File: src/rtl/hppic_regs.svh
// Register map, field positions, reset values and timing constants
`ifndef HPPIC_REGS_SVH
`define HPPIC_REGS_SVH

// ============================================================
// Register offsets (byte addresses)
`define HPPIC_CTRL_OFS      8'h00
`define HPPIC_OCTIME_OFS    8'h04
`define HPPIC_POWER_OFS     8'h08
`define HPPIC_INDCTL_OFS    8'h0c
`define HPPIC_STATUS_OFS    8'h10
`define HPPIC_HUBCHAR_OFS   8'h14

// ============================================================
// Field positions
`define HPPIC_CTRL_SW_LSB   0
`define HPPIC_CTRL_SW_MSB   1
`define HPPIC_CTRL_FSONLY   2
`define HPPIC_CTRL_INDPRES  3
`define HPPIC_OCT_EN_LSB    0
`define HPPIC_OCT_EN_MSB    3
`define HPPIC_OCT_DIS_LSB   4
`define HPPIC_OCT_DIS_MSB   7
`define HPPIC_PWR_SET_LSB   0
`define HPPIC_PWR_SET_MSB   3
`define HPPIC_PWR_CLR_LSB   4
`define HPPIC_PWR_CLR_MSB   7
`define HPPIC_PWR_OCACT_LSB 8
`define HPPIC_PWR_OCACT_MSB 11
`define HPPIC_ST_OC_LSB     0
`define HPPIC_ST_OC_MSB     3
`define HPPIC_ST_BAB_LSB    4
`define HPPIC_ST_BAB_MSB    7
`define HPPIC_IND_FLD_W     4
`define HPPIC_IND_MAN_BIT   3
`define HPPIC_HC_IND_BIT    7

// ============================================================
// Reset values
`define HPPIC_SW_RESET      2'h1
`define HPPIC_OC_MS_RESET   4'h8
`define HPPIC_INDPRES_RESET 1'h1

// ============================================================
// Timing
`define HPPIC_CLK_PERIOD_NS 10
`define HPPIC_TICK_NS       1000000
`define HPPIC_BLINK_MS      500

`endif

File: src/rtl/hppic_pkg.sv
// Types shared by the port power and indicator control block
package hppic_pkg;

    // Port state group reported by the port state machine
    typedef enum logic [1:0] {
        HPPIC_ST_POWERED_OFF = 2'h0,
        HPPIC_ST_INACTIVE    = 2'h1,
        HPPIC_ST_ENABLED     = 2'h2,
        HPPIC_ST_SUSPENDED   = 2'h3
    } hppic_port_state_e;

    // Power switching arrangement
    typedef enum logic [1:0] {
        HPPIC_SW_GANGED  = 2'h0,
        HPPIC_SW_PERPORT = 2'h1,
        HPPIC_SW_NONE    = 2'h2,
        HPPIC_SW_RSVD    = 2'h3
    } hppic_sw_mode_e;

    // Manual indicator selection
    typedef enum logic [2:0] {
        HPPIC_IND_OFF         = 3'h0,
        HPPIC_IND_AMBER       = 3'h1,
        HPPIC_IND_GREEN       = 3'h2,
        HPPIC_IND_BLINK_GREEN = 3'h3,
        HPPIC_IND_BLINK_AMBER = 3'h4,
        HPPIC_IND_BLINK_BOTH  = 3'h5,
        HPPIC_IND_RSVD6       = 3'h6,
        HPPIC_IND_RSVD7       = 3'h7
    } hppic_ind_code_e;

    // Overcurrent qualification intervals in milliseconds
    typedef struct packed {
        logic [3:0] en_ms;
        logic [3:0] dis_ms;
    } hppic_oc_cfg_s;

endpackage

File: src/rtl/hppic_oc_qual.sv
// Overcurrent qualification timer for one port
module hppic_oc_qual (
    input wire logic clk_i,
    input wire logic rst_n_i,
    input wire logic sense_n_i,
    input wire logic tick_i,
    input wire logic port_en_i,
    input wire hppic_pkg::hppic_oc_cfg_s cfg_i,
    output logic qual_o
);
    import hppic_pkg::*;

    logic [3:0] cnt_q;
    logic [3:0] cnt_d;
    logic qual_d;
    wire [3:0] thr = port_en_i ? cfg_i.en_ms : cfg_i.dis_ms; // RQ9
    wire done = (cnt_q >= thr);

    // Ticks are free running, so the interval is accurate to one tick
    assign cnt_d = sense_n_i ? 4'h0 : ((tick_i && !done) ? cnt_q + 4'h1 : cnt_q); // RQ8
    assign qual_d = !sense_n_i && done;

    always_ff @(posedge clk_i or negedge rst_n_i) begin
        if (!rst_n_i) begin
            cnt_q <= 4'h0;
            qual_o <= 1'b0;
        end else begin
            cnt_q <= cnt_d;
            qual_o <= qual_d;
        end
    end

    oc_release_a: assert property (@(posedge clk_i) disable iff (!rst_n_i) // RQ8
        sense_n_i |=> !qual_o)
        else $error("overcurrent stayed qualified after sense released");
    oc_zero_ms_a: assert property (@(posedge clk_i) disable iff (!rst_n_i) // RQ9
        (!sense_n_i && thr == 4'h0) |=> qual_o)
        else $error("zero interval did not qualify at once");

endmodule

File: src/rtl/hppic_led.sv
// Green and amber indicator driver for one port
module hppic_led (
    input wire logic clk_i,
    input wire logic rst_n_i,
    input wire logic present_i,
    input wire logic manual_i,
    input wire hppic_pkg::hppic_ind_code_e code_i,
    input wire hppic_pkg::hppic_port_state_e state_i,
    input wire logic oc_amber_i,
    input wire logic no_switch_i,
    input wire logic reset_req_i,
    input wire logic blink_i,
    output logic green_o,
    output logic amber_o
);
    import hppic_pkg::*;

    logic rst_green_q;
    logic green_d;
    logic amber_d;
    logic auto_g;
    logic auto_a;
    logic man_g;
    logic man_a;

    // Reset lighting holds until the port leaves the resetting group
    wire rst_green_d = reset_req_i | (rst_green_q && state_i == HPPIC_ST_INACTIVE); // RQ21

    always_comb begin
        auto_g = 1'b0;
        auto_a = 1'b0;
        unique case (state_i) // RQ17
            HPPIC_ST_POWERED_OFF: auto_a = oc_amber_i;
            HPPIC_ST_INACTIVE: begin
                auto_a = oc_amber_i && no_switch_i;
                auto_g = rst_green_q && !auto_a;
            end
            HPPIC_ST_ENABLED: auto_g = 1'b1; // RQ15
            HPPIC_ST_SUSPENDED: auto_g = 1'b0;
        endcase
    end

    always_comb begin
        man_g = 1'b0;
        man_a = 1'b0;
        unique case (code_i) // RQ18
            HPPIC_IND_AMBER: man_a = 1'b1;
            HPPIC_IND_GREEN: man_g = 1'b1;
            HPPIC_IND_BLINK_GREEN: man_g = blink_i;
            HPPIC_IND_BLINK_AMBER: man_a = blink_i;
            HPPIC_IND_BLINK_BOTH: begin
                man_g = blink_i;
                man_a = !blink_i;
            end
            default: begin
                man_g = 1'b0;
                man_a = 1'b0;
            end
        endcase
    end

    // Automatic path never reads the blink phase
    assign green_d = present_i && (manual_i ? man_g : auto_g); // RQ16
    assign amber_d = present_i && (manual_i ? man_a : auto_a); // RQ14

    always_ff @(posedge clk_i or negedge rst_n_i) begin
        if (!rst_n_i) begin
            rst_green_q <= 1'b0;
            green_o <= 1'b0;
            amber_o <= 1'b0;
        end else begin
            rst_green_q <= rst_green_d;
            green_o <= green_d;
            amber_o <= amber_d;
        end
    end

    led_one_lit_a: assert property (@(posedge clk_i) disable iff (!rst_n_i) // RQ18
        !(green_o && amber_o))
        else $error("both indicator leds lit");
    auto_enabled_a: assert property (@(posedge clk_i) disable iff (!rst_n_i) // RQ15
        (present_i && !manual_i && state_i == HPPIC_ST_ENABLED) |=> green_o && !amber_o)
        else $error("enabled port not steady green in automatic mode");

endmodule

File: src/rtl/hppic_top.sv
// Hub downstream port power, overcurrent, indicator and upstream monitor control
`include "hppic_regs.svh"

// Behaviour
// RQ1: Upstream speed high unless full-speed-only set
// RQ2: Block downstream babble/disconnect from upstream
// RQ3: Babble disconnects only the offending port
// RQ4: Ganged or per-port switching, per-port default
// RQ5: Ports start unpowered; host powers each
// RQ6: Active-low power enable output per port
// RQ7: Switch drives active-low overcurrent per port
// RQ8: Overcurrent qualified by timer, default 8 ms
// RQ9: Interval 0-15 ms, enabled/disabled separately
// RQ10: Qualified overcurrent reported, port power removed
// RQ11: Indicator presence in characteristic bit 7
// RQ12: Configuration clears indicator bit without LEDs
// RQ13: Two LEDs per port, green and amber
// RQ14: Automatic indicator mode after power-up
// RQ15: Auto: green enabled, amber on overcurrent
// RQ16: No blinking in automatic mode
// RQ17: Auto colour follows port state table
// RQ18: Manual: host picks one LED, blinking allowed
// RQ19: Manual colour meanings defined by host software
// RQ20: Host blinks green on babble, amber overcurrent
// RQ21: Port reset lights green unless overridden
// RQ22: Babble on enabled port disables it
// RQ23: Ganged mode switches and trips all ports
module hppic_top #(
    parameter int NPORTS = 4,
    parameter int TICK_CYCLES = `HPPIC_TICK_NS / `HPPIC_CLK_PERIOD_NS,
    parameter int BLINK_TICKS = `HPPIC_BLINK_MS
) (
    input wire logic CLK_SYS_I,
    input wire logic RESET_N_I,
    input wire logic [7:0] REG_ADDR_I,
    input wire logic [31:0] REG_WDATA_I,
    input wire logic REG_WE_I,
    input wire logic REG_RE_I,
    output logic [31:0] REG_RDATA_O,
    input wire hppic_pkg::hppic_port_state_e [NPORTS-1:0] PORT_STATE_I,
    input wire logic [NPORTS-1:0] PORT_RESET_REQ_I,
    input wire logic [NPORTS-1:0] BABBLE_I,
    input wire logic [NPORTS-1:0] DS_DISCONNECT_I,
    input wire logic [NPORTS-1:0] DS_SOURCE_I,
    input wire logic US_RPT_CONN_I,
    input wire logic US_TX_REQ_I,
    input wire logic US_CHIRP_OK_I,
    input wire logic [NPORTS-1:0] PORT_OVERCURRENT_SENSE_N_I,
    output logic [NPORTS-1:0] PORT_POWER_ENABLE_N_O,
    output logic [NPORTS-1:0] PORT_DISABLE_O,
    output logic [NPORTS-1:0] OC_REPORT_O,
    output logic US_TX_EN_O,
    output logic US_HIGH_SPEED_O,
    output logic [NPORTS-1:0] LED_GREEN_O,
    output logic [NPORTS-1:0] LED_AMBER_O
);
    import hppic_pkg::*;

    // ============================================================
    // Register state
    logic [1:0] sw_mode_q;
    logic fs_only_q;
    logic ind_pres_q;
    hppic_oc_cfg_s oc_cfg_q;
    logic [4*NPORTS-1:0] indctl_q;
    logic [NPORTS-1:0] power_q;
    logic [NPORTS-1:0] oc_amber_q;
    logic [NPORTS-1:0] oc_chg_q;
    logic [NPORTS-1:0] bab_chg_q;
    logic [NPORTS-1:0] blocked_q;
    logic [NPORTS-1:0] qual_q;
    logic [31:0] rdata_d;

    // ============================================================
    // Decode
    wire wr_ctrl = REG_WE_I && REG_ADDR_I == `HPPIC_CTRL_OFS;
    wire wr_oct = REG_WE_I && REG_ADDR_I == `HPPIC_OCTIME_OFS;
    wire wr_pwr = REG_WE_I && REG_ADDR_I == `HPPIC_POWER_OFS;
    wire wr_ind = REG_WE_I && REG_ADDR_I == `HPPIC_INDCTL_OFS;
    wire wr_st = REG_WE_I && REG_ADDR_I == `HPPIC_STATUS_OFS;
    wire ganged = sw_mode_q == HPPIC_SW_GANGED;
    wire no_switch = sw_mode_q == HPPIC_SW_NONE;

    // ============================================================
    // Overcurrent input synchronisers, two stages
    // Pins idle high, so both stages reset to the released level
    logic [NPORTS-1:0] oc_meta_q;
    logic [NPORTS-1:0] oc_sync_q;
    always_ff @(posedge CLK_SYS_I or negedge RESET_N_I) begin
        if (!RESET_N_I) begin
            oc_meta_q <= {NPORTS{1'b1}};
            oc_sync_q <= {NPORTS{1'b1}};
        end else begin
            oc_meta_q <= PORT_OVERCURRENT_SENSE_N_I; // RQ7
            oc_sync_q <= oc_meta_q;
        end
    end

    // ============================================================
    // Millisecond tick and blink phase
    // Blink shares the tick, so its own divider counts ticks, not clocks
    logic [$clog2(TICK_CYCLES)-1:0] tick_cnt_q;
    logic [$clog2(BLINK_TICKS+1)-1:0] blink_cnt_q;
    logic blink_q;
    wire tick = tick_cnt_q == ($clog2(TICK_CYCLES))'(TICK_CYCLES - 1);
    wire blink_wrap = tick && blink_cnt_q == ($clog2(BLINK_TICKS+1))'(BLINK_TICKS - 1);
    always_ff @(posedge CLK_SYS_I or negedge RESET_N_I) begin
        if (!RESET_N_I) begin
            tick_cnt_q <= '0;
            blink_cnt_q <= '0;
            blink_q <= 1'b0;
        end else begin
            tick_cnt_q <= tick ? '0 : tick_cnt_q + 1'b1;
            blink_cnt_q <= blink_wrap ? '0 : (tick ? blink_cnt_q + 1'b1 : blink_cnt_q);
            blink_q <= blink_wrap ? !blink_q : blink_q;
        end
    end

    // ============================================================
    // Per-port qualifiers and indicator drivers
    logic [NPORTS-1:0] qual;
    genvar gi;
    generate
        for (gi = 0; gi < NPORTS; gi++) begin : g_port
            hppic_oc_qual u_qual (
                .clk_i(CLK_SYS_I),
                .rst_n_i(RESET_N_I),
                .sense_n_i(oc_sync_q[gi]),
                .tick_i(tick),
                .port_en_i(PORT_STATE_I[gi] == HPPIC_ST_ENABLED),
                .cfg_i(oc_cfg_q),
                .qual_o(qual[gi])
            );
            hppic_led u_led (
                .clk_i(CLK_SYS_I),
                .rst_n_i(RESET_N_I),
                .present_i(ind_pres_q),
                .manual_i(indctl_q[gi*`HPPIC_IND_FLD_W+`HPPIC_IND_MAN_BIT]),
                .code_i(hppic_ind_code_e'(indctl_q[gi*4 +: 3])),
                .state_i(PORT_STATE_I[gi]),
                .oc_amber_i(oc_amber_q[gi]),
                .no_switch_i(no_switch),
                .reset_req_i(PORT_RESET_REQ_I[gi]),
                .blink_i(blink_q),
                .green_o(LED_GREEN_O[gi]), // RQ13
                .amber_o(LED_AMBER_O[gi])
            );
        end
    endgenerate

    // ============================================================
    // Power switching
    wire [NPORTS-1:0] qual_rise = qual & ~qual_q;
    wire [NPORTS-1:0] set_raw = wr_pwr ? REG_WDATA_I[`HPPIC_PWR_SET_MSB:`HPPIC_PWR_SET_LSB] : '0;
    wire [NPORTS-1:0] clr_raw = wr_pwr ? REG_WDATA_I[`HPPIC_PWR_CLR_MSB:`HPPIC_PWR_CLR_LSB] : '0;
    wire [NPORTS-1:0] pw_set = ganged ? {NPORTS{|set_raw}} : set_raw; // RQ23
    wire [NPORTS-1:0] pw_clr = ganged ? {NPORTS{|clr_raw}} : clr_raw;
    wire [NPORTS-1:0] oc_trip = ganged ? {NPORTS{|qual_rise}} : qual_rise; // RQ23
    // Trip wins over a host power request in the same cycle
    wire [NPORTS-1:0] pw_base = ((power_q | pw_set) & ~pw_clr) & ~oc_trip; // RQ10
    // Entering ganged mode with mixed power drops every port together
    wire [NPORTS-1:0] power_d = ganged ? {NPORTS{&pw_base}} : pw_base; // RQ23
    wire [NPORTS-1:0] pwr_en_n_d = no_switch ? '0 : ~power_d; // RQ6
    wire [NPORTS-1:0] amber_d = oc_trip | (oc_amber_q & ~pw_set);
    wire [NPORTS-1:0] st_clr_oc = wr_st ? REG_WDATA_I[`HPPIC_ST_OC_MSB:`HPPIC_ST_OC_LSB] : '0;
    wire [NPORTS-1:0] st_clr_bab = wr_st ? REG_WDATA_I[`HPPIC_ST_BAB_MSB:`HPPIC_ST_BAB_LSB] : '0;
    wire [NPORTS-1:0] oc_chg_d = oc_trip | (oc_chg_q & ~st_clr_oc); // RQ10

    // ============================================================
    // Babble handling and upstream monitor
    logic [NPORTS-1:0] port_en;
    always_comb begin
        for (int i = 0; i < NPORTS; i++) begin
            port_en[i] = PORT_STATE_I[i] == HPPIC_ST_ENABLED;
        end
    end
    wire [NPORTS-1:0] bab_dis = BABBLE_I & port_en; // RQ22
    wire [NPORTS-1:0] bad_now = BABBLE_I | DS_DISCONNECT_I;
    // A blocked source stays blocked until the host resets that port
    wire [NPORTS-1:0] blocked_d = bad_now | (blocked_q & ~PORT_RESET_REQ_I); // RQ3
    wire [NPORTS-1:0] clean_src = DS_SOURCE_I & ~blocked_q & ~bad_now;
    wire tx_en_d = US_RPT_CONN_I && US_TX_REQ_I && (|clean_src); // RQ2
    wire hs_d = US_CHIRP_OK_I && !fs_only_q; // RQ1
    wire [NPORTS-1:0] bab_chg_d = bab_dis | (bab_chg_q & ~st_clr_bab);

    // ============================================================
    // Read mux
    wire [31:0] rd_ctrl = {28'h0, ind_pres_q, fs_only_q, sw_mode_q};
    wire [31:0] rd_oct = {24'h0, oc_cfg_q.dis_ms, oc_cfg_q.en_ms};
    wire [31:0] rd_pwr = {20'h0, qual, 4'h0, power_q};
    wire [31:0] rd_ind = {{(32-4*NPORTS){1'b0}}, indctl_q};
    wire [31:0] rd_st = {24'h0, bab_chg_q, oc_chg_q};
    wire [31:0] rd_hc = {24'h0, ind_pres_q, 5'h0, sw_mode_q}; // RQ11
    always_comb begin
        rdata_d = 32'h0;
        if (REG_RE_I) begin
            unique case (REG_ADDR_I)
                `HPPIC_CTRL_OFS: rdata_d = rd_ctrl;
                `HPPIC_OCTIME_OFS: rdata_d = rd_oct;
                `HPPIC_POWER_OFS: rdata_d = rd_pwr;
                `HPPIC_INDCTL_OFS: rdata_d = rd_ind;
                `HPPIC_STATUS_OFS: rdata_d = rd_st;
                `HPPIC_HUBCHAR_OFS: rdata_d = rd_hc;
                default: rdata_d = 32'h0;
            endcase
        end
    end

    // ============================================================
    // Configuration registers
    always_ff @(posedge CLK_SYS_I or negedge RESET_N_I) begin
        if (!RESET_N_I) begin
            sw_mode_q <= `HPPIC_SW_RESET; // RQ4
            fs_only_q <= 1'b0;
            ind_pres_q <= `HPPIC_INDPRES_RESET; // RQ11
            oc_cfg_q <= {`HPPIC_OC_MS_RESET, `HPPIC_OC_MS_RESET}; // RQ8
            indctl_q <= '0; // RQ14
        end else begin
            if (wr_ctrl) begin
                sw_mode_q <= REG_WDATA_I[`HPPIC_CTRL_SW_MSB:`HPPIC_CTRL_SW_LSB];
                fs_only_q <= REG_WDATA_I[`HPPIC_CTRL_FSONLY];
                ind_pres_q <= REG_WDATA_I[`HPPIC_CTRL_INDPRES];
            end
            if (wr_oct) begin
                oc_cfg_q.en_ms <= REG_WDATA_I[`HPPIC_OCT_EN_MSB:`HPPIC_OCT_EN_LSB]; // RQ9
                oc_cfg_q.dis_ms <= REG_WDATA_I[`HPPIC_OCT_DIS_MSB:`HPPIC_OCT_DIS_LSB];
            end
            if (wr_ind) begin
                indctl_q <= REG_WDATA_I[4*NPORTS-1:0]; // RQ18
            end
        end
    end

    // ============================================================
    // Port control and output registers
    always_ff @(posedge CLK_SYS_I or negedge RESET_N_I) begin
        if (!RESET_N_I) begin
            power_q <= '0; // RQ5
            PORT_POWER_ENABLE_N_O <= {NPORTS{1'b1}};
            oc_amber_q <= '0;
            oc_chg_q <= '0;
            bab_chg_q <= '0;
            qual_q <= '0;
            blocked_q <= '0;
            PORT_DISABLE_O <= '0;
            OC_REPORT_O <= '0;
            US_TX_EN_O <= 1'b0;
            US_HIGH_SPEED_O <= 1'b0;
            REG_RDATA_O <= 32'h0;
        end else begin
            power_q <= power_d;
            PORT_POWER_ENABLE_N_O <= pwr_en_n_d; // RQ6
            oc_amber_q <= amber_d;
            oc_chg_q <= oc_chg_d;
            bab_chg_q <= bab_chg_d;
            qual_q <= qual;
            blocked_q <= blocked_d;
            PORT_DISABLE_O <= bab_dis; // RQ3
            OC_REPORT_O <= oc_chg_d; // RQ10
            US_TX_EN_O <= tx_en_d;
            US_HIGH_SPEED_O <= hs_d;
            REG_RDATA_O <= rdata_d;
        end
    end

    // ============================================================
    // Checks
    oc_power_off_a: assert property (@(posedge CLK_SYS_I) disable iff (!RESET_N_I) // RQ10
        (|qual_rise && !no_switch) |=>
            (PORT_POWER_ENABLE_N_O & $past(qual_rise)) == $past(qual_rise))
        else $error("qualified overcurrent left port powered");
    gang_equal_a: assert property (@(posedge CLK_SYS_I) disable iff (!RESET_N_I) // RQ23
        (ganged && $stable(sw_mode_q)) |=> (power_q == '0 || power_q == '1))
        else $error("ganged ports powered unequally");
    babble_disable_a: assert property (@(posedge CLK_SYS_I) disable iff (!RESET_N_I) // RQ22
        1'b1 |=> PORT_DISABLE_O == $past(BABBLE_I & port_en))
        else $error("babble disable not confined to offending enabled port");
    us_block_a: assert property (@(posedge CLK_SYS_I) disable iff (!RESET_N_I) // RQ2
        (|(DS_SOURCE_I & bad_now) && DS_SOURCE_I == (DS_SOURCE_I & bad_now)) |=> !US_TX_EN_O)
        else $error("downstream babble reached upstream link");
    hs_sel_a: assert property (@(posedge CLK_SYS_I) disable iff (!RESET_N_I) // RQ1
        fs_only_q |=> !US_HIGH_SPEED_O)
        else $error("high speed with full speed only set");
    oc_flag_set_a: assert property (@(posedge CLK_SYS_I) disable iff (!RESET_N_I) // RQ10
        |oc_trip |=> (oc_chg_q & $past(oc_trip)) == $past(oc_trip))
        else $error("overcurrent event lost");
    us_need_conn_a: assert property (@(posedge CLK_SYS_I) disable iff (!RESET_N_I) // RQ2
        !US_RPT_CONN_I |=> !US_TX_EN_O)
        else $error("upstream transmit without repeater connectivity");
    no_switch_on_a: assert property (@(posedge CLK_SYS_I) disable iff (!RESET_N_I) // RQ4
        no_switch |=> PORT_POWER_ENABLE_N_O == '0)
        else $error("power enables not asserted without switching");
    hubchar_bit_a: assert property (@(posedge CLK_SYS_I) disable iff (!RESET_N_I) // RQ11
        (REG_RE_I && REG_ADDR_I == `HPPIC_HUBCHAR_OFS) |=>
            REG_RDATA_O[`HPPIC_HC_IND_BIT] == $past(ind_pres_q))
        else $error("indicator presence bit wrong in characteristics");
    bab_flag_a: assert property (@(posedge CLK_SYS_I) disable iff (!RESET_N_I) // RQ22
        |bab_dis |=> (bab_chg_q & $past(bab_dis)) == $past(bab_dis))
        else $error("babble disable event lost");
    oc_amber_set_a: assert property (@(posedge CLK_SYS_I) disable iff (!RESET_N_I) // RQ15
        |oc_trip |=> (oc_amber_q & $past(oc_trip)) == $past(oc_trip))
        else $error("overcurrent amber flag not set");

endmodule

File: config.mk
export PLATFORM = sky130hd
export DESIGN_NAME = hppic_top
export DESIGN_NICKNAME = d
export VERILOG_FILES = /design/src/rtl/hppic_pkg.sv /design/src/rtl/hppic_oc_qual.sv /design/src/rtl/hppic_led.sv /design/src/rtl/hppic_top.sv
export VERILOG_INCLUDE_DIRS = /design/src /design/src/rtl
export SDC_FILE = /design/constraint.sdc
export NUM_CORES = 1
export LEC_CHECK = 0
export ABC_CLOCK_PERIOD_IN_PS = 4000
export BUFFER_PORTS_ARGS = -buffer_cell sky130_fd_sc_hd__buf_2
export CAP_MARGIN = 20
export CORE_MARGIN = 2
export CORE_UTILIZATION = 40
export DETAILED_ROUTE_END_ITERATION = 10
export GPL_ROUTABILITY_DRIVEN = 0
export PLACE_DENSITY = 0.69
export SYNTH_ARGS = -nofsm -noshare
export SYNTH_HDL_FRONTEND = slang
export SYNTH_SLANG_ARGS = --single-unit
File: constraint.sdc
create_clock -name CLK_SYS_I -period 4 [get_ports CLK_SYS_I]
set_input_delay 0.8 -clock CLK_SYS_I [delete_from_list [all_inputs] [get_ports CLK_SYS_I]]
set_output_delay 0.8 -clock CLK_SYS_I [all_outputs]
set_load 0.05 [all_outputs]
# After elaboration in Yosys (flattened, before gate mapping)
# Cells that the tools add are included.
# op_classes
addsub	6
magnitude_cmp	4
eq_ne	36
muxes	50
bitwise_logic	30
reduce_logical	71
# op_table
op	n
$pmux W16 S6	1
$mux W4	21
$and A4 B4 Y4	10
$not A4 Y4	10
$logic_and A1 B1 Y1	37
$eq A3 B2 Y1 const B	8
$eq A3 B3 Y1 const B	8
$or A4 B4 Y4	6
$pmux W1 S2	12
$mux W9	2
$add A17 B1 Y17 const B	1
$eq A17 B17 Y1 const B	1
$mux W17	1
$add A4 B1 Y4 const B	4
$eq A8 B4 Y1 const B	2
$eq A8 B5 Y1 const B	2
$ge A4 B4 Y1	4
$mux W16	1
$reduce_or A4 Y1	4
$logic_not A1 Y1	14
$eq A3 B1 Y1 const B	4
$pmux W1 S3	4
$eq A2 B2 Y1 const B	5
$logic_not A2 Y1	5
other kinds (10)	30
# word_totals
regBits	161
wordCells	239

# Depth between registers and ports, before layout
# logic_depth
ltp_word	12
depth_mapped	11
ltp_nobuf	10

# Hierarchy
# A second synthesis with hierarchy kept.
# unflattened
cells_unflattened	659
hier_area_um2	7358.3
# by_module_without_submodules
module	n_inst	cells_each	area_each_um2	seq_area_each_um2
hppic_top	1	435	5071.1	2847.7
hppic_oc_qual	4	33	349.1	125.1
hppic_led	4	23	222.7	75.1

# Worst setup path after synthesis
# Ideal clock, no wire load.
# synth_path
kind	input-to-reg
startpoint	input PORT_STATE_I[2] in the netlist's numbering
endpoint	register g_port[1].u_qual.cnt_q[1]
arrival_time_ns	2.930
t_required_ns	3.881
setup_slack_ns	0.952
cell_stages	11
path_buffers	1
cell_sequence	inv_1 -> ha_1 -> clkbuf_1 -> mux2_2 -> ha_1 -> nand2b_1 -> a21o_1 -> a21o_1 -> a211oi_2 -> mux2i_1 -> nor2_1
# synth_between
elab_chain_cells	6
# synth_rtl
item	line_no	source
from (decl)	hppic_top.sv:40	input wire hppic_pkg::hppic_port_state_e [NPORTS-1:0] PORT_STATE_I,
$eq A2 B2 Y1	hppic_top.sv:130	.port_en_i(PORT_STATE_I[gi] == HPPIC_ST_ENABLED),
$mux W4	hppic_oc_qual.sv:16	wire [3:0] thr = port_en_i ? cfg_i.en_ms : cfg_i.dis_ms;
$ge A4 B4 Y1	hppic_oc_qual.sv:17	wire done = (cnt_q >= thr);
$logic_not A1 Y1	hppic_oc_qual.sv:20	assign cnt_d = sense_n_i ? 4'h0 : ((tick_i && !done) ? cnt_q + 4'h1 : cnt_q);
$logic_and A1 B1 Y1	hppic_oc_qual.sv:20	
$reduce_bool A2 Y1 (no line)	n/a	
to (signal assigned)	hppic_oc_qual.sv:28	cnt_q <= cnt_d;
to (decl)	hppic_oc_qual.sv:13	logic [3:0] cnt_q;
# Every way passes these cells.
# A chain may end at the register's enable or synchronous reset.

# Worst setup path after layout
# Same ends and word-level chain as after synthesis.

==> impl_metrics.xml <==
<?xml version="1.0" encoding="UTF-8"?>
<metrics>
  <group name="run_status">
    <metric name="outcome" unit="">finished, final reports clean</metric>
  </group>
  <group name="drt">
    <metric name="drt-wirelength-per-cell" unit="um">16.6</metric>
    <metric name="via_count" unit="">5260</metric>
    <metric name="antenna_left" unit="">0</metric>
    <metric name="detailedRoute.firstPassIterationCount" unit="">5</metric>
    <metric name="detail_route.wirelength" unit="mm">16.8</metric>
    <metric name="dr_drc_count" unit="">0</metric>
    <metric name="first_iter_violations" unit="">396</metric>
    <metric name="viasPerCell" unit="">5.22</metric>
  </group>
  <group name="worst_hold_path">
    <metric name="hold_path_startpoint" unit="">oc_meta_q[3]</metric>
    <metric name="hold_path.class" unit="">register to register</metric>
    <metric name="min_path_cells" unit="">0</metric>
    <metric name="worst_hold_path_ep" unit="">oc_sync_q[3]</metric>
  </group>
  <group name="grt">
    <metric name="grt_antenna_before_repair" unit="">0</metric>
    <metric name="first_global_vias" unit="">5147</metric>
    <metric name="grt_usage" unit="">0.180</metric>
    <metric name="wire_length_of_the_first_global_routing_pass" unit="mm">27.2</metric>
    <metric name="global_route.overflow_total" unit="">0</metric>
    <metric name="maximum_number_of_pins_on_one_net_before_global_route_repair" unit="">95</metric>
  </group>
  <group name="die">
    <metric name="io-pin-count" unit="">129</metric>
    <metric name="die_w" unit="um">139</metric>
    <metric name="placement_rows" unit="">49</metric>
    <metric name="die-area" unit="um2">19300</metric>
    <metric name="die_h" unit="um">139</metric>
    <metric name="floorplan.core_area" unit="um2">17900</metric>
    <metric name="initial_utilization" unit="">0.406</metric>
  </group>
  <group name="power">
    <metric name="power_density" unit="nW/um2">399</metric>
    <metric name="max-vdd-ir-drop" unit="mV">0.274</metric>
    <metric name="total_leakage_power" unit="nW">3.90</metric>
    <metric name="post-layout-total-power" unit="W">0.00339</metric>
  </group>
  <group name="clock_network">
    <metric name="ctsResizeCount" unit="">0</metric>
    <metric name="ctsLongestPathBuffers" unit="">2</metric>
    <metric name="clock-sinks" unit="">145</metric>
    <metric name="postCtsSetupBuffers" unit="">0</metric>
    <metric name="cts_max_level" unit="">4</metric>
    <metric name="tritoncts" unit="">yes</metric>
    <metric name="cts_buffers" unit="">17</metric>
    <metric name="clk_pin_slew_worst_paths" unit="ns">0.06</metric>
    <metric name="cts_root_buf" unit="">clkbuf_16</metric>
    <metric name="clock_latency" unit="ns">0.43</metric>
    <metric name="postCtsHoldBufs" unit="">0</metric>
  </group>
  <group name="timing">
    <metric name="setup_total_negative_slack" unit="ns">0</metric>
    <metric name="report.final.hold_viol_count" unit="">0</metric>
    <metric name="slew_violations" unit="">0</metric>
    <metric name="max-slew-margin-rel" unit="">0.295</metric>
    <metric name="rsz0062_at_grt" unit="">no</metric>
    <metric name="max_slew.worst_pin.slew" unit="ns">1.05</metric>
    <metric name="fin_worst_hold_slack" unit="ns">0.347</metric>
    <metric name="skew" unit="ns">0.0111</metric>
    <metric name="timing.fmax" unit="MHz">352</metric>
    <metric name="timing.final.crit_period" unit="ns">2.84</metric>
    <metric name="timing.final.crit_share" unit="">0.711</metric>
    <metric name="setup_viol_count_final" unit="">0</metric>
  </group>
  <group name="critical_path">
    <metric name="worst_ep_arrival_time" unit="ns">3.16</metric>
    <metric name="r2r_setup_slack" unit="ns">1.50</metric>
    <metric name="worst_r2r_startpoint" unit="">tick_cnt_q[6]</metric>
    <metric name="critPathRequiredTime" unit="ns">4.32</metric>
    <metric name="worstSetupEndpointType" unit="">register</metric>
    <metric name="r2r_end" unit="">g_port[3].u_qual.cnt_q[1]</metric>
    <metric name="crit_path_start_kind" unit="">input pin</metric>
    <metric name="worstRegToRegCells" unit="">5</metric>
    <metric name="path_max_fanout" unit="">6</metric>
    <metric name="worstSetupPathType" unit="">input pin to register</metric>
  </group>
  <group name="synth">
    <metric name="count_of_unique_library_cells_instantiated_by_yosys" unit="">63</metric>
    <metric name="postSynthAreaPerCell" unit="um2">10.8</metric>
    <metric name="synthDominantAreaCellType" unit="">dfrtp_1</metric>
    <metric name="syn-instance-count" unit="">671</metric>
    <metric name="async_reset_ff_frac" unit="">1.00</metric>
    <metric name="synthesized_flop_and_latch_total" unit="">145</metric>
    <metric name="yosys_warnings" unit="">0</metric>
    <metric name="synth_enable_flop_cells" unit="">0</metric>
    <metric name="mappedNetlistArea" unit="um2">7270</metric>
    <metric name="synth_top_flop_cell" unit="">dfrtp_1</metric>
    <metric name="ys_seq_area_frac" unit="">0.502</metric>
    <metric name="netlist_top_cells_area" unit="">dfrtp_1, ha_1, dfstp_2, mux2_2, nor2_1</metric>
    <metric name="synth_top_cell_area_share" unit="">0.444</metric>
  </group>
  <group name="layout">
    <metric name="share_of_cells_above_drive_strength_1" unit="">0.268</metric>
    <metric name="layout_common_cells" unit="">dfrtp_1, buf_2, nor2_1</metric>
    <metric name="leading_cell_type_in_the_layout_fill_and_taps_excluded" unit="">dfrtp_1</metric>
    <metric name="layout.nets" unit="">875</metric>
    <metric name="num_antenna_cells" unit="">0</metric>
    <metric name="final_area" unit="um2">8510</metric>
    <metric name="syn_to_final_growth" unit="%">17.0</metric>
  </group>
  <group name="placement">
    <metric name="detailed_place.area" unit="um2">7920</metric>
    <metric name="number_of_buffers_added_on_ports" unit="">96</metric>
    <metric name="place_hpwl" unit="mm">12.0</metric>
  </group>
  <group name="flow_run">
    <metric name="drv.max_cap_violation_count" unit="">0</metric>
  </group>
</metrics>
==> worst max-delay path: stages <==
cell and delay [ns]:
buf_2 0.11, inv_1 0.07, ha_1 0.34, mux2_2 0.38, ha_1 0.26, nand2b_1 0.14, a21o_1 0.17, a21o_1 0.21
a211oi_2 0.40, mux2i_1 0.23, nor2_1 0.05
==> synthesized netlist by cell type, drive strengths merged (3+ instances only) <==
master,n
clkbuf,20
a32o,3
xor2,15
nor3b,6
a31oi,4
or4,3
o21ai,19
and3,6
a22oi,4
mux2,32
or3,7
a21oi,35
a211oi,5
dfrtp,129
nor2b,16
a21o,14
nand3,19
dfstp,16
xnor2,17
nor4,3
and2,12
nor2,55
a222oi,7
nand2,53
a21bo,4
nand3b,4
nand4,11
ha,34
mux2i,17
a2111oi,4
nand2b,14
inv,21
nor3,6
buf,27
==> kinds of logic (layout without fill, tap and decap cells) <==
| logic type | count (synthesis) | in the layout | share of synthesized area |
|---|---|---|---|
| DFF | 145 | 145 | 0.502 |
| adders and majority gates | 34 | 34 | 0.0585 |
| buffers and inverters | 68 | 161 | 0.0488 |
| muxes | 49 | 49 | 0.0729 |
| other | 1 | 16 | 0.000516 |
| and+or+nand+nor | 225 | 225 | 0.162 |
| AOI/OAI and AO/OA | 117 | 117 | 0.117 |
| xor gates and xnor gates | 32 | 32 | 0.0385 |
==> worst max path at each step <==
| stage | start | endpoint | slack [ns] | cells past startpoint |
|---|---|---|---|---|
| global route | PORT_STATE_I[2] | g_port[1].u_qual.cnt_q[1] | 0.99 | 11 |
| detailed placement | PORT_STATE_I[2] | g_port[1].u_qual.cnt_q[1] | 0.71 | 11 |
| floorplan | PORT_STATE_I[2] | g_port[1].u_qual.cnt_q[1] | 0.95 | 11 |
| CTS | PORT_STATE_I[2] | g_port[1].u_qual.cnt_q[1] | 1.16 | 11 |
| global placement | PORT_STATE_I[2] | g_port[1].u_qual.cnt_q[1] | 0.75 | 11 |
| finish | PORT_STATE_I[2] | g_port[1].u_qual.cnt_q[1] | 1.16 | 11 |
==> routing by layer <==
| layer | part of all wire | vias up | GRT usage |
|---|---|---|---|
| met4 | 0.016 | 0 | 0.0670 |
| met1 | 0.45 | 2548 | 0.249 |
| li1 | - | 2508 | - |
| met2 | 0.46 | 182 | 0.277 |
| met5 | 0 | - | 0 |
| met3 | 0.072 | 22 | 0.0407 |
==> metrics by stage <==
| step | util | worst slack [ns] | instances |
|---|---|---|---|
| floorplan | - | 0.952 | 686 |
| global placement | 0.442 | 0.747 | 976 |
| detailed placement | 0.442 | 0.710 | 976 |
| CTS | 0.475 | 1.16 | 1008 |
| global route | 0.475 | 0.991 | 1008 |
| finish | 0.475 | 1.16 | 1008 |
==> registers in the layout, summed over array words and instances, names as in the netlist, 8 cells and up <==
register / flops
tick_cnt_q: 17
oc_cfg_q: 8
REG_RDATA_O: 16
blink_cnt_q: 9
indctl_q: 16
g_port.u_qual.cnt_q: 16
==> where the power goes <==
group | total (W) | leakage (nW) | internal, W | switching, W
Combinational | 0.000271 | 1.78 | 0.0000908 | 0.000180
Clock | 0.00158 | 0.286 | 0.000944 | 0.000633
Sequential | 0.00154 | 1.84 | 0.00151 | 0.0000350
==> cell type report <==
cell class	instances	area, um2
timing repair buffer	108	577
fill	1644	9390
inverter	21	78.8
sequential	145	3650
multi-input combinational	473	3330
tap	229	287
clock buffer	22	494
clock inverter	10	97.6
Power figures use the tool's default switching activity.
